`src/hw/ssc_cfg.svh`:
```
`ifndef SSC_CFG_SVH
`define SSC_CFG_SVH
`define SSC_CLK_HZ           20000000
`define SSC_TICK_HZ          100000
`define SSC_TICK_CYC         (`SSC_CLK_HZ / `SSC_TICK_HZ)
`define SSC_PWR_DELAY_MS     70
`define SSC_PWR_DELAY_CYC    (`SSC_PWR_DELAY_MS * (`SSC_CLK_HZ / 1000))
`define SSC_SHOT_MS          20
`define SSC_SHOT_CYC         (`SSC_SHOT_MS * (`SSC_CLK_HZ / 1000))
`define SSC_MARK_GAP_US      500
`define SSC_MARK_GAP_CYC     (`SSC_MARK_GAP_US * (`SSC_CLK_HZ / 1000000))
`define SSC_SECTOR_LIMIT     128
`define SSC_INDEX_LIMIT      1024
`define SSC_REG_THRESH       1999
`define SSC_UNDER_LIMIT      2048
`define SSC_CTRL_OFS         8'h00
`define SSC_STAT_OFS         8'h04
`define SSC_COUNT_OFS        8'h08
`define SSC_CTRL_RESTART     0
`define SSC_CTRL_RST         1'b0
`define SSC_ST_DOOR          0
`define SSC_ST_FAULT         1
`define SSC_ST_HOLD          2
`define SSC_ST_SPINUP        3
`define SSC_ST_BOOST         4
`define SSC_ST_DRIVE         5
`define SSC_ST_HEADS         6
`define SSC_ST_GOOD          7
`define SSC_RESP_OKAY        2'h0
`define SSC_RESP_DECERR      2'h3
`endif

```
`src/hw/ssc_pkg.sv`:
```
package ssc_pkg;
    typedef enum logic [3:0] {
        STG_SECTORS  = 4'b0001,
        STG_ARMED    = 4'b0010,
        STG_INDEX    = 4'b0100,
        STG_REGULATE = 4'b1000
    } ssc_stage_t;

    typedef struct packed {
        logic [1:0]  sup1;
        logic [1:0]  sup2;
        logic        lr1;
        logic        lr2;
        logic        spv1;
        logic        spv2;
        logic        mk1;
        logic        mk2;
        logic        mk3;
        logic        us1;
        logic        us2;
        logic [20:0] pwr_cnt;
        logic        fault;
        logic        hold;
        logic        init_rst;
        logic        lr_q;
        logic        restore;
        logic        door;
        logic [7:0]  tick_cnt;
        logic        phase;
        logic        t100;
        logic        t50;
        logic [13:0] gap;
        logic        index_p;
        logic        sector_p;
        logic        idx_o;
        logic        sec_o;
        logic        pse_o;
        ssc_stage_t  stage;
        logic [11:0] cnt;
        logic [11:0] cnt_latch;
        logic        boost_request_flop;
        logic        drive_current_flop;
        logic        rev_mark_capture_flop;
        logic        rev_mark_sync_flop;
        logic        pending;
        logic        heads_down_flop;
        logic        loaded_once;
        logic        speed_good_flop;
        logic [18:0] shot_cnt;
        logic        kick;
        logic        ctrl_restart;
        logic        awready;
        logic        wready;
        logic        aw_have;
        logic        w_have;
        logic [7:0]  awaddr;
        logic        wbit;
        logic        wstrb0;
        logic        bvalid;
        logic [1:0]  bresp;
        logic        arready;
        logic        rvalid;
        logic [1:0]  rresp;
        logic [31:0] rdata;
    } ssc_state_t;
endpackage

```
`src/hw/ssc_spindle_ctrl.sv`:
```
// Contract
// RULE1: Either supply low raises supply fault and write inhibit.
// RULE2: Drive reset holds until the fixed delay after fault ends.
// RULE3: During the delay assert servo disable, servo hold, initial reset; initial reset is only a one-cycle pulse as hold rises.
// RULE4: Initial reset returns cylinder logic to cylinder zero.
// RULE5: Any supply drop restarts the whole power reset sequence.
// RULE6: Low load/run line causes load/run reset and a head restore.
// RULE7: Door lock stays engaged while spindle voltage is sensed.
// RULE8: Count sector pulses; past 128 the next pulse sets boost request.
// RULE9: Next sector pulse sets the drive current flop.
// RULE10: Count index pulses to 1024, end spin-up, keep the count.
// RULE11: Capture flop held clear in spin-up, set by later index.
// RULE12: At index time boost request follows count above 1999.
// RULE13: Next sector pulse copies boost request into drive current.
// RULE14: Index synchronised through capture, sync, clear, sync clear.
// RULE15: First overspeed drop toggles heads down and fires the one-shot.
// RULE16: Speed good sets when count exceeds 1999 with heads down.
// RULE17: Count reaching 2048 unloads heads and clears speed good.
// RULE18: Speed good lights ready and gates interface lines with select.
// RULE19: Index separated from sector marks, each on its own line.
// RULE20: Pseudo sector marks are every second 100 KHz pulse.
// RULE21: Load/run reset clears the spin-up state, sets spin-up phase.
//
// The register addresses and register access over AXI4-Lite were left to the implementer.
`timescale 1ns/10ps
`include "ssc_cfg.svh"

module ssc_spindle_ctrl
    import ssc_pkg::*;
#(
    parameter int PWR_DELAY_CYC = `SSC_PWR_DELAY_CYC,
    parameter int SHOT_CYC      = `SSC_SHOT_CYC,
    parameter int MARK_GAP_CYC  = `SSC_MARK_GAP_CYC
) (
    input  wire logic        ref_clk_in,
    input  wire logic        sys_rst_in,
    input  wire logic [1:0]  supply_low_in,
    input  wire logic        load_run_n_in,
    input  wire logic        spindle_volt_in,
    input  wire logic        mark_pulse_in,
    input  wire logic        unit_select_in,
    input  wire logic [7:0]  s_axi_awaddr_in,
    input  wire logic        s_axi_awvalid_in,
    output logic             s_axi_awready_out,
    input  wire logic [31:0] s_axi_wdata_in,
    input  wire logic [3:0]  s_axi_wstrb_in,
    input  wire logic        s_axi_wvalid_in,
    output logic             s_axi_wready_out,
    output logic [1:0]       s_axi_bresp_out,
    output logic             s_axi_bvalid_out,
    input  wire logic        s_axi_bready_in,
    input  wire logic [7:0]  s_axi_araddr_in,
    input  wire logic        s_axi_arvalid_in,
    output logic             s_axi_arready_out,
    output logic [31:0]      s_axi_rdata_out,
    output logic [1:0]       s_axi_rresp_out,
    output logic             s_axi_rvalid_out,
    input  wire logic        s_axi_rready_in,
    output logic             supply_fault_out,
    output logic             write_inhibit_out,
    output logic             drive_reset_out,
    output logic             servo_disable_out,
    output logic             servo_hold_out,
    output logic             initial_reset_out,
    output logic             restore_out,
    output logic             door_lock_out,
    output logic             drive_current_out,
    output logic             heads_down_out,
    output logic             head_load_kick_out,
    output logic             ready_lamp_out,
    output logic             index_mark_out,
    output logic             sector_mark_out,
    output logic             pseudo_sector_out
);

    ssc_state_t  s;
    ssc_state_t  n;
    logic        lrr;
    logic        gate;
    logic        strobe;
    logic        over;
    logic        edge_seen;
    logic [31:0] stat;

    // Load/run reset: switch line, power hold or software restart
    assign lrr       = !s.lr2 || s.hold || s.ctrl_restart; // [RULE6] [RULE5]
    assign gate      = s.speed_good_flop && s.us2;
    assign strobe    = s.t50 && s.rev_mark_capture_flop
                       && !s.rev_mark_sync_flop;
    assign over      = s.cnt > 12'(`SSC_REG_THRESH);
    assign edge_seen = s.mk2 && !s.mk3;

    always_comb begin
        n = s;
        stat = '0;
        n.sup1 = supply_low_in;
        n.sup2 = s.sup1;
        n.lr1  = load_run_n_in;
        n.lr2  = s.lr1;
        n.spv1 = spindle_volt_in;
        n.spv2 = s.spv1;
        n.mk1  = mark_pulse_in;
        n.mk2  = s.mk1;
        n.mk3  = s.mk2;
        n.us1  = unit_select_in;
        n.us2  = s.us1;

        // Power monitor and start-up delay
        if (|s.sup2) begin
            n.fault   = 1'b1;                                // [RULE1]
            n.pwr_cnt = 21'(PWR_DELAY_CYC);                  // [RULE5]
        end else begin
            n.fault = 1'b0;
            if (s.pwr_cnt != '0)
                n.pwr_cnt = s.pwr_cnt - 21'd1;               // [RULE2]
        end
        n.hold     = n.fault || (n.pwr_cnt != '0);           // [RULE3]
        n.init_rst = n.hold && !s.hold;                      // [RULE4]
        n.lr_q     = lrr;
        n.restore  = lrr && !s.lr_q;                         // [RULE6]
        n.door     = s.spv2;                                 // [RULE7]

        // 100 KHz tick, alternate ticks form the 50 KHz clock
        if (s.tick_cnt == 8'(`SSC_TICK_CYC - 1)) begin
            n.tick_cnt = '0;
            n.t100     = 1'b1;
            n.phase    = !s.phase;
            n.t50      = s.phase;                            // [RULE20]
        end else begin
            n.tick_cnt = s.tick_cnt + 8'd1;
            n.t100     = 1'b0;
            n.t50      = 1'b0;
        end

        // A mark close behind the previous one is the index slot
        n.index_p  = 1'b0;
        n.sector_p = 1'b0;
        if (s.gap != '1)
            n.gap = s.gap + 14'd1;
        if (edge_seen) begin
            if (s.gap < 14'(MARK_GAP_CYC))
                n.index_p = 1'b1;                            // [RULE19]
            else
                n.sector_p = 1'b1;                           // [RULE19]
            n.gap = '0;
        end
        n.idx_o = s.index_p && gate;                         // [RULE18]
        n.sec_o = s.sector_p && gate;                        // [RULE18]
        n.pse_o = s.t50 && gate;                             // [RULE20]

        if (s.shot_cnt != '0)
            n.shot_cnt = s.shot_cnt - 19'd1;

        if (lrr) begin
            n.stage                 = STG_SECTORS;           // [RULE21]
            n.cnt                   = '0;
            n.boost_request_flop    = 1'b0;
            n.drive_current_flop    = 1'b0;
            n.rev_mark_capture_flop = 1'b0;
            n.rev_mark_sync_flop    = 1'b0;
            n.pending               = 1'b0;
            n.heads_down_flop       = 1'b0;
            n.loaded_once           = 1'b0;
            n.speed_good_flop       = 1'b0;
        end else begin
            unique case (s.stage)
                STG_SECTORS: begin
                    if (s.sector_p) begin
                        if (s.cnt == 12'(`SSC_SECTOR_LIMIT)) begin
                            n.boost_request_flop = 1'b1;     // [RULE8]
                            n.stage = STG_ARMED;
                        end else begin
                            n.cnt = s.cnt + 12'd1;           // [RULE8]
                        end
                    end
                end
                STG_ARMED: begin
                    if (s.sector_p) begin
                        n.drive_current_flop = 1'b1;         // [RULE9]
                        n.cnt   = '0;
                        n.stage = STG_INDEX;
                    end
                end
                STG_INDEX: begin
                    if (s.index_p) begin
                        n.cnt = s.cnt + 12'd1;               // [RULE10]
                        if (s.cnt == 12'(`SSC_INDEX_LIMIT - 1))
                            n.stage = STG_REGULATE;          // [RULE10]
                    end
                end
                STG_REGULATE: begin
                    if (s.t50 && s.cnt != '1)
                        n.cnt = s.cnt + 12'd1;               // [RULE12]
                    if (strobe) begin
                        n.rev_mark_sync_flop = 1'b1;         // [RULE14]
                        n.boost_request_flop = over;         // [RULE12]
                        n.pending   = 1'b1;
                        n.cnt_latch = s.cnt;
                        if (s.boost_request_flop && !over
                            && !s.loaded_once) begin
                            n.heads_down_flop = !s.heads_down_flop; // [RULE15]
                            n.loaded_once     = 1'b1;
                            n.shot_cnt        = 19'(SHOT_CYC); // [RULE15]
                        end
                        if (over && s.heads_down_flop)
                            n.speed_good_flop = 1'b1;        // [RULE16]
                    end
                    if (s.t100 && s.rev_mark_sync_flop
                        && s.rev_mark_capture_flop) begin
                        n.rev_mark_capture_flop = 1'b0;      // [RULE14]
                        n.cnt = '0;                          // [RULE14]
                    end
                    if (s.t50 && s.rev_mark_sync_flop
                        && !s.rev_mark_capture_flop)
                        n.rev_mark_sync_flop = 1'b0;         // [RULE14]
                    // Index set after the clear so a coincident mark wins
                    if (s.index_p)
                        n.rev_mark_capture_flop = 1'b1;      // [RULE11]
                    if (s.pending && s.sector_p) begin
                        n.drive_current_flop = s.boost_request_flop; // [RULE13]
                        n.pending = 1'b0;
                    end
                    if (s.cnt >= 12'(`SSC_UNDER_LIMIT)) begin
                        n.heads_down_flop = 1'b0;            // [RULE17]
                        n.speed_good_flop = 1'b0;            // [RULE17]
                    end
                end
            endcase
        end
        n.kick = n.shot_cnt != '0;

        // Register slave
        if (s_axi_awvalid_in && s.awready) begin
            n.aw_have = 1'b1;
            n.awaddr  = s_axi_awaddr_in;
        end
        if (s_axi_wvalid_in && s.wready) begin
            n.w_have = 1'b1;
            n.wbit   = s_axi_wdata_in[`SSC_CTRL_RESTART];
            n.wstrb0 = s_axi_wstrb_in[0];
        end
        if (s.bvalid && s_axi_bready_in)
            n.bvalid = 1'b0;
        if (s.aw_have && s.w_have && !s.bvalid) begin
            n.aw_have = 1'b0;
            n.w_have  = 1'b0;
            n.bvalid  = 1'b1;
            n.bresp   = `SSC_RESP_OKAY;
            unique case ({s.awaddr[7:2], 2'b00})
                `SSC_CTRL_OFS: begin
                    if (s.wstrb0)
                        n.ctrl_restart = s.wbit;
                end
                `SSC_STAT_OFS, `SSC_COUNT_OFS: begin
                end
                default: n.bresp = `SSC_RESP_DECERR;
            endcase
        end
        stat[`SSC_ST_DOOR]   = s.door;
        stat[`SSC_ST_FAULT]  = s.fault;
        stat[`SSC_ST_HOLD]   = s.hold;
        stat[`SSC_ST_SPINUP] = s.stage != STG_REGULATE;
        stat[`SSC_ST_BOOST]  = s.boost_request_flop;
        stat[`SSC_ST_DRIVE]  = s.drive_current_flop;
        stat[`SSC_ST_HEADS]  = s.heads_down_flop;
        stat[`SSC_ST_GOOD]   = s.speed_good_flop;
        if (s.rvalid && s_axi_rready_in)
            n.rvalid = 1'b0;
        if (s_axi_arvalid_in && s.arready) begin
            n.rvalid = 1'b1;
            n.rresp  = `SSC_RESP_OKAY;
            n.rdata  = '0;
            unique case ({s_axi_araddr_in[7:2], 2'b00})
                `SSC_CTRL_OFS:
                    n.rdata[`SSC_CTRL_RESTART] = s.ctrl_restart;
                `SSC_STAT_OFS:  n.rdata = stat;
                `SSC_COUNT_OFS: n.rdata = {20'h0, s.cnt_latch};
                default:        n.rresp = `SSC_RESP_DECERR;
            endcase
        end
        n.awready = !n.aw_have && !n.bvalid;
        n.wready  = !n.w_have && !n.bvalid;
        n.arready = !n.rvalid;

        if (sys_rst_in) begin
            n              = '0;
            n.gap          = '1;
            n.lr1          = 1'b1;
            n.lr2          = 1'b1;
            n.stage        = STG_SECTORS;
            n.ctrl_restart = `SSC_CTRL_RST;
        end
    end

    always_ff @(posedge ref_clk_in) begin
        s <= n;
    end

    assign s_axi_awready_out  = s.awready;
    assign s_axi_wready_out   = s.wready;
    assign s_axi_bresp_out    = s.bresp;
    assign s_axi_bvalid_out   = s.bvalid;
    assign s_axi_arready_out  = s.arready;
    assign s_axi_rdata_out    = s.rdata;
    assign s_axi_rresp_out    = s.rresp;
    assign s_axi_rvalid_out   = s.rvalid;
    assign supply_fault_out   = s.fault;
    assign write_inhibit_out  = s.fault;
    assign drive_reset_out    = s.hold;
    assign servo_disable_out  = s.hold;
    assign servo_hold_out     = s.hold;
    assign initial_reset_out  = s.init_rst;
    assign restore_out        = s.restore;
    assign door_lock_out      = s.door;
    assign drive_current_out  = s.drive_current_flop;
    assign heads_down_out     = s.heads_down_flop;
    assign head_load_kick_out = s.kick;
    assign ready_lamp_out     = s.speed_good_flop;
    assign index_mark_out     = s.idx_o;
    assign sector_mark_out    = s.sec_o;
    assign pseudo_sector_out  = s.pse_o;
endmodule

```
`config.mk`:
```
export PLATFORM = sky130hd
export DESIGN_NAME = ssc_spindle_ctrl
export DESIGN_NICKNAME = d
export VERILOG_FILES = /design/src/hw/ssc_pkg.sv /design/src/hw/ssc_spindle_ctrl.sv
export VERILOG_INCLUDE_DIRS = /design/src /design/src/hw
export SDC_FILE = /design/constraint.sdc
export NUM_CORES = 1
export LEC_CHECK = 0
export ABC_AREA = 0
export BUFFER_PORTS_ARGS = -buffer_cell sky130_fd_sc_hd__buf_2
export CAP_MARGIN = 20
export CORE_MARGIN = 4
export CORE_UTILIZATION = 40
export DETAILED_ROUTE_END_ITERATION = 7
export SLEW_MARGIN = 20
export SYNTH_ARGS = -nofsm -noshare
export SYNTH_HDL_FRONTEND = slang
export SYNTH_SLANG_ARGS = --single-unit
```
`constraint.sdc`:
```
create_clock -name ref_clk_in -period 3.3 [get_ports ref_clk_in]
set_input_delay 0.33 -clock ref_clk_in [delete_from_list [all_inputs] [get_ports ref_clk_in]]
set_output_delay 0.33 -clock ref_clk_in [all_outputs]
set_load 0.02 [all_outputs]
```
**After elaboration in Yosys (flattened, before gate mapping)**

Cells that the tools add are included.

- Order comparisons: 3
- Reductions and logical operators: 80
- Mux-type cells: 48
- Bitwise operators: 3
- Equal/unequal tests: 23
- Add/subtract/negate cells: 5

Operator list:

| operator | number |
|---|---|
| 2-to-1 mux 19 bit | 4 |
| 2-to-1 mux 16 bit | 4 |
| case mux 12 bit (4 select lines) | 1 |
| nonzero test 21 bit | 2 |
| nonzero test 19 bit | 2 |
| 2-to-1 mux 12 bit | 3 |
| 2-to-1 mux 35 bit | 1 |
| logical AND 1 bit | 27 |
| 2-to-1 mux 24 bit | 1 |
| 2-to-1 mux 22 bit | 1 |
| case mux 11 bit (2 select lines) | 1 |
| 2-to-1 mux 21 bit | 1 |
| subtractor 21 x 1 -> 21 bit (second input constant) | 1 |
| subtractor 19 x 1 -> 19 bit (second input constant) | 1 |
| 2-to-1 mux 1 bit | 18 |
| AND reduction 3 bit | 6 |
| nonzero test 2 bit | 9 |
| != test 2 bit (second input constant) | 8 |
| logical NOT 1 bit | 15 |
| adder 14 x 1 -> 14 bit (second input constant) | 1 |
| < comparator 14 bit (second input constant) | 1 |
| 2-to-1 mux 14 bit | 1 |
| != test 14 bit (second input constant) | 1 |
| adder 12 x 1 -> 12 bit (second input constant) | 1 |
| other kinds (31) | 51 |

- Word-level logic and storage cells: 217
- Register bits after elaboration: 180

**Depth between registers and ports, before layout**

- Depth after elaboration: 9
- Depth in mapped cells: 11
- Depth with buffers taken out: 9

**Worst setup path before layout**

No wires, ideal clock.

- Path kind: flip-flop to flip-flop
- Start point: reg s[146] in the netlist's numbering
- End point: reg s (netlist bit initial_reset_out)
- Stages on the path, launching flop included: 12
- Path slack: 877 ps
- Data required time: 3,168 ps
- Buffers on the path: 2
- Arrival time: 2,291 ps
- Cell sequence: dfxtp_1 -> clkbuf_1 -> inv_1 -> ha_1 -> nor3b_2 -> nand4_4 -> or2_1 -> buf_6 -> a221oi_2 -> o2111ai_1 -> nor4_2 -> nor3_1

- Longest elaborated chain between the ends: 6
- Elaborated cells on any way between the ends: 7
- Classes of those cells: add/sub: 1; mux: 2; reduce/logical: 4

Ends and longest elaborated chain:

| item | RTL line | RTL |
|---|---|---|
| start: declaration | ssc_spindle_ctrl.sv:76 | `ssc_state_t s;` |
| start signal: assignment | ssc_spindle_ctrl.sv:296 | `s <= n;` |
| subtractor 21 x 1 -> 21 bit / nonzero test 21 bit (equally long branches) | ssc_spindle_ctrl.sv:115, ssc_spindle_ctrl.sv:114 |  |
| 2-to-1 mux 21 bit * | ssc_spindle_ctrl.sv:114 | `if (s.pwr_cnt != '0)` |
| 2-to-1 mux 22 bit * | ssc_spindle_ctrl.sv:109 | `if (\|s.sup2) begin` |
| nonzero test 21 bit * | ssc_spindle_ctrl.sv:117 | `n.hold = n.fault \|\| (n.pwr_cnt != '0);` |
| logical OR 1 bit * | ssc_spindle_ctrl.sv:117 |  |
| logical AND 1 bit * | ssc_spindle_ctrl.sv:118 | `n.init_rst = n.hold && !s.hold;` |

Every way passes the cells marked *; elsewhere a longest branch is shown, timed or not.
A chain may end at the register's enable or synchronous reset.

**Final worst setup path**

- Start point: reg s[55] in the netlist's numbering
- End point: reg s (netlist bit head_load_kick_out)

- Longest elaborated chain between the ends: 7
- Elaborated cells on any way between the ends: 8
- Classes of those cells: add/sub: 1; mux: 5; reduce/logical: 2

Ends and longest elaborated chain:

| item | RTL line | RTL |
|---|---|---|
| subtractor 19 x 1 -> 19 bit / nonzero test 19 bit (equally long branches) | ssc_spindle_ctrl.sv:152, ssc_spindle_ctrl.sv:151 |  |
| 2-to-1 mux 19 bit * | ssc_spindle_ctrl.sv:151 | `if (s.shot_cnt != '0)` |
| 2-to-1 mux 19 bit | ssc_spindle_ctrl.sv:199 | `if (s.boost_request_flop && !over` |
| 2-to-1 mux 24 bit | ssc_spindle_ctrl.sv:194 | `if (strobe) begin` |
| 2-to-1 mux 19 bit | ssc_spindle_ctrl.sv:166 | `unique case (s.stage)` |
| 2-to-1 mux 19 bit * | ssc_spindle_ctrl.sv:154 | `if (lrr) begin` |
| nonzero test 19 bit * | ssc_spindle_ctrl.sv:230 | `n.kick = n.shot_cnt != '0;` |

Every way passes the cells marked *; elsewhere a longest branch is shown, timed or not. The select of a mux whose other input is x is not followed.

==> impl_metrics.env <==
export IMPL_clk_pin_slew_ns=0.06
export IMPL_start_util_pct=40.7
export IMPL_fin_crit_sh_pct=85.5
export IMPL_antenna_found_initial=0
export IMPL_ys_seq_elements=156
export IMPL_crit_path_end_kind="flop"
export IMPL_clk_latency_ns=0.42
export IMPL_max_cap_violations=0
export IMPL_die_area_um2=20500
export IMPL_layout_nets=964
export IMPL_seq_area_frac_synth_pct=42.7
export IMPL_setup_viol=0
export IMPL_fillers=1785
export IMPL_finalHoldViolCount=0
export IMPL_clk_path_buf_depth=2
export IMPL_design_core_area_um2=18000
export IMPL_root_buffer="clkbuf_16"
export IMPL_startpoint_type="flop"
export IMPL_utilization_pct=45.5
export IMPL_swShare_pct=35.4
export IMPL_p_comb_share_pct=30.8
export IMPL_cts_tree="built"
export IMPL_postCtsSetupBuffers=0
export IMPL_syn_avg_cell_area_um2=8.45
export IMPL_p_per_area_nw_per_um2=789
export IMPL_crit_slowest_cell="or3b_2"
export IMPL_fmax_mhz=355
export IMPL_wl_per_cell_um=14.1
export IMPL_numClockSinks=156
export IMPL_rows=49
export IMPL_run_status="finished, final reports clean"
export IMPL_grt_pass1_vias=5395
export IMPL_syn2layout_area_growth_pct=11.8
export IMPL_clock_skew_ns=0.00659
export IMPL_mostFrequentLayoutCell="dfxtp_1"
export IMPL_final_cell_mix="dfxtp_1, nor2_1, nand2_1"
export IMPL_numCtsBuffers=17
export IMPL_cp_cell_sequence="inv_1 > ha_1 > or3b_2 > nor4_1 > nand2_1 > o21ai_0 > nand4_1 > a21oi_1 > a41oi_1"
export IMPL_drive_above_1_share_pct=14.6
export IMPL_routed_wl_um=16000
export IMPL_first_pass_iters=4
export IMPL_p_clk_share_pct=30.4
export IMPL_slowest_delay_ns=0.52
export IMPL_syn_inst=866
export IMPL_htreeDepth=4
export IMPL_synth_distinct_cells=65
export IMPL_power_switching_uw=2280
export IMPL_io_buffers=62
export IMPL_slew_headroom_pct=37.1
export IMPL_place_hpwl_um=11200
export IMPL_ys_warn_count=0
export IMPL_synth_main_ff_cell="dfxtp_1"
export IMPL_finalSetupTns_ns=0
export IMPL_finalNonFillerCells=1135
export IMPL_p_int_uw=4170
export IMPL_p_total_uw=6450
export IMPL_vias_per_cell=5.21
export IMPL_syn_area_um2=7310
export IMPL_grt_first_pass_wirelength_um=26600
export IMPL_antennaDiodeCount=0
export IMPL_hp_class="in2reg"
export IMPL_rr_worst_depth=9
export IMPL_cp_data_arrival_time_ns=3.07
export IMPL_crit_type="reg2reg"
export IMPL_critPathBufInv=1
export IMPL_peakVddDrop_uv=459
export IMPL_crit_family="simple AND/OR/NAND/NOR gates"
export IMPL_die_y_um=143
export IMPL_via_count=5917
export IMPL_slew_violations=0
export IMPL_grt_max_degree=89
export IMPL_seq_power_share_pct=38.8
export IMPL_track_usage_pct=15.9
export IMPL_fin_crit_ns=2.82
export IMPL_hold_depth=2
export IMPL_power_leakage_uw=0.00317
export IMPL_place_area_um2=7580
export IMPL_antenna_left=0
export IMPL_synth_edf_count=0
export IMPL_critical_path_max_fanout=8
export IMPL_place_congestion=0.848
export IMPL_ctsResizeCount=0
export IMPL_hold_buffers=0
export IMPL_placedCellCount=1103
export IMPL_cp_depth=9
export IMPL_cp_required_ns=3.55
export IMPL_drt_iter0_drc=424
export IMPL_grt_setup_unrepaired="no"
export IMPL_synthArstFlopShare_pct=0
export IMPL_drc=0
export IMPL_fp_dieW_um=143
export IMPL_final_cell_area_um2=8180
export IMPL_worst_pin_slew_ns=0.943
export IMPL_grt_overflow_total=0
export IMPL_ioPinCount=121
-- sequential cells by signal (all words and copies together) (netlist names) --
name,flops
door_lock_out,1
drive_current_out,1
drive_reset_out,1
head_load_kick_out,1
heads_down_out,1
index_mark_out,1
initial_reset_out,1
pseudo_sector_out,1
ready_lamp_out,1
restore_out,1
s,125
s_axi_arready_out,1
s_axi_awready_out,1
s_axi_bresp_out,1
s_axi_bvalid_out,1
s_axi_rdata_out,12
s_axi_rresp_out,1
s_axi_rvalid_out,1
s_axi_wready_out,1
sector_mark_out,1
supply_fault_out,1
-- layer usage --
metal  vias to the layer above  wire length, um  part of all wire (%)  GRT usage (%)
met5                         -                0                     0              0
met1                      2749             7970                    50           22.2
met2                       100             7240                    45           25.0
met3                        11              676                   4.2           3.15
li1                       3057                -                     -              -
met4                         0              164                   1.0           4.91
-- area by class of cell --
cell class | instances | area (um^2) | share of cell area (%)
flip-flops and latches | 156 | 3120 | 38.2
multi-input cells | 624 | 3700 | 45.2
repair buffers | 74 | 400 | 4.89
inverters | 20 | 75.1 | 0.918
clock buffers | 18 | 439 | 5.37
well taps | 229 | 287 | 3.50
clock inverters | 14 | 159 | 1.94
-- cell families (layout without fill, tap and decap cells) --
group	Yosys count	count (layout)	synth area share, %
AND/OR/NAND/NOR	381	381	28.6
flip-flops	156	156	42.7
buffers and inverters	105	126	7.73
XOR/XNOR	41	41	4.91
AO/OA/AOI/OAI	172	172	14.5
adder cells (fa/ha/maj)	6	6	1.03
multiplexers	4	4	0.547
other	1	20	0.0513
-- final timing paths --
path	from	end	slack, ns
hold / removal	load_run_n_in	s[175]	0.10
setup / recovery	s[55]	head_load_kick_out	0.48
setup reg to reg	s[55]	head_load_kick_out	0.48
hold reg to reg	s[142]	restore_out	0.39
-- power groups by stage --
stage | logic, uW | registers, uW | clock network, uW
2_1_floorplan | 1710 | 2430 | 0
3_3_place_gp | 1970 | 2530 | 0
3_5_place_dp | 1980 | 2540 | 0
4_1_cts | 1990 | 2500 | 2020
5_1_grt | 2250 | 2550 | 2100
6_report | 1990 | 2500 | 1960
-- stage by stage --
step,setup slack [ns],hold slack [ns]
after floorplan,0.877,0.376
final,0.479,0.105
after global routing,0.243,0.0840
after CTS,0.526,0.0788
after detailed placement,0.531,0.388
after global placement,0.556,0.378
-- synthesized netlist by cell type, types with 5 or more instances --
cell type,n,area (um^2)
dfxtp_1,156,3120
a211oi_1,6,45.0
a31oi_1,11,68.8
nor3b_1,11,82.6
a221oi_1,7,61.3
o21ai_0,32,160
nor3_1,32,160
nand3_1,32,160
or2_2,5,31.3
nand4_1,13,81.3
buf_4,39,293
or4_1,5,37.5
clkbuf_1,34,128
xnor2_1,20,175
xor2_1,21,184
or3_1,10,62.6
and2_1,12,75.1
a21o_1,5,37.5
a21oi_1,75,375
ha_1,6,75.1
nor4_2,6,75.1
nor2_1,86,323
nor4_1,9,56.3
inv_1,20,75.1
and3_1,13,81.3
buf_2,8,40.0
nand2b_1,8,50.1
nor2b_1,19,119
nand2_1,82,308
o31ai_1,6,45.0
nand3b_1,10,75.1
Note: power is estimated with default switching activity, not from simulation.
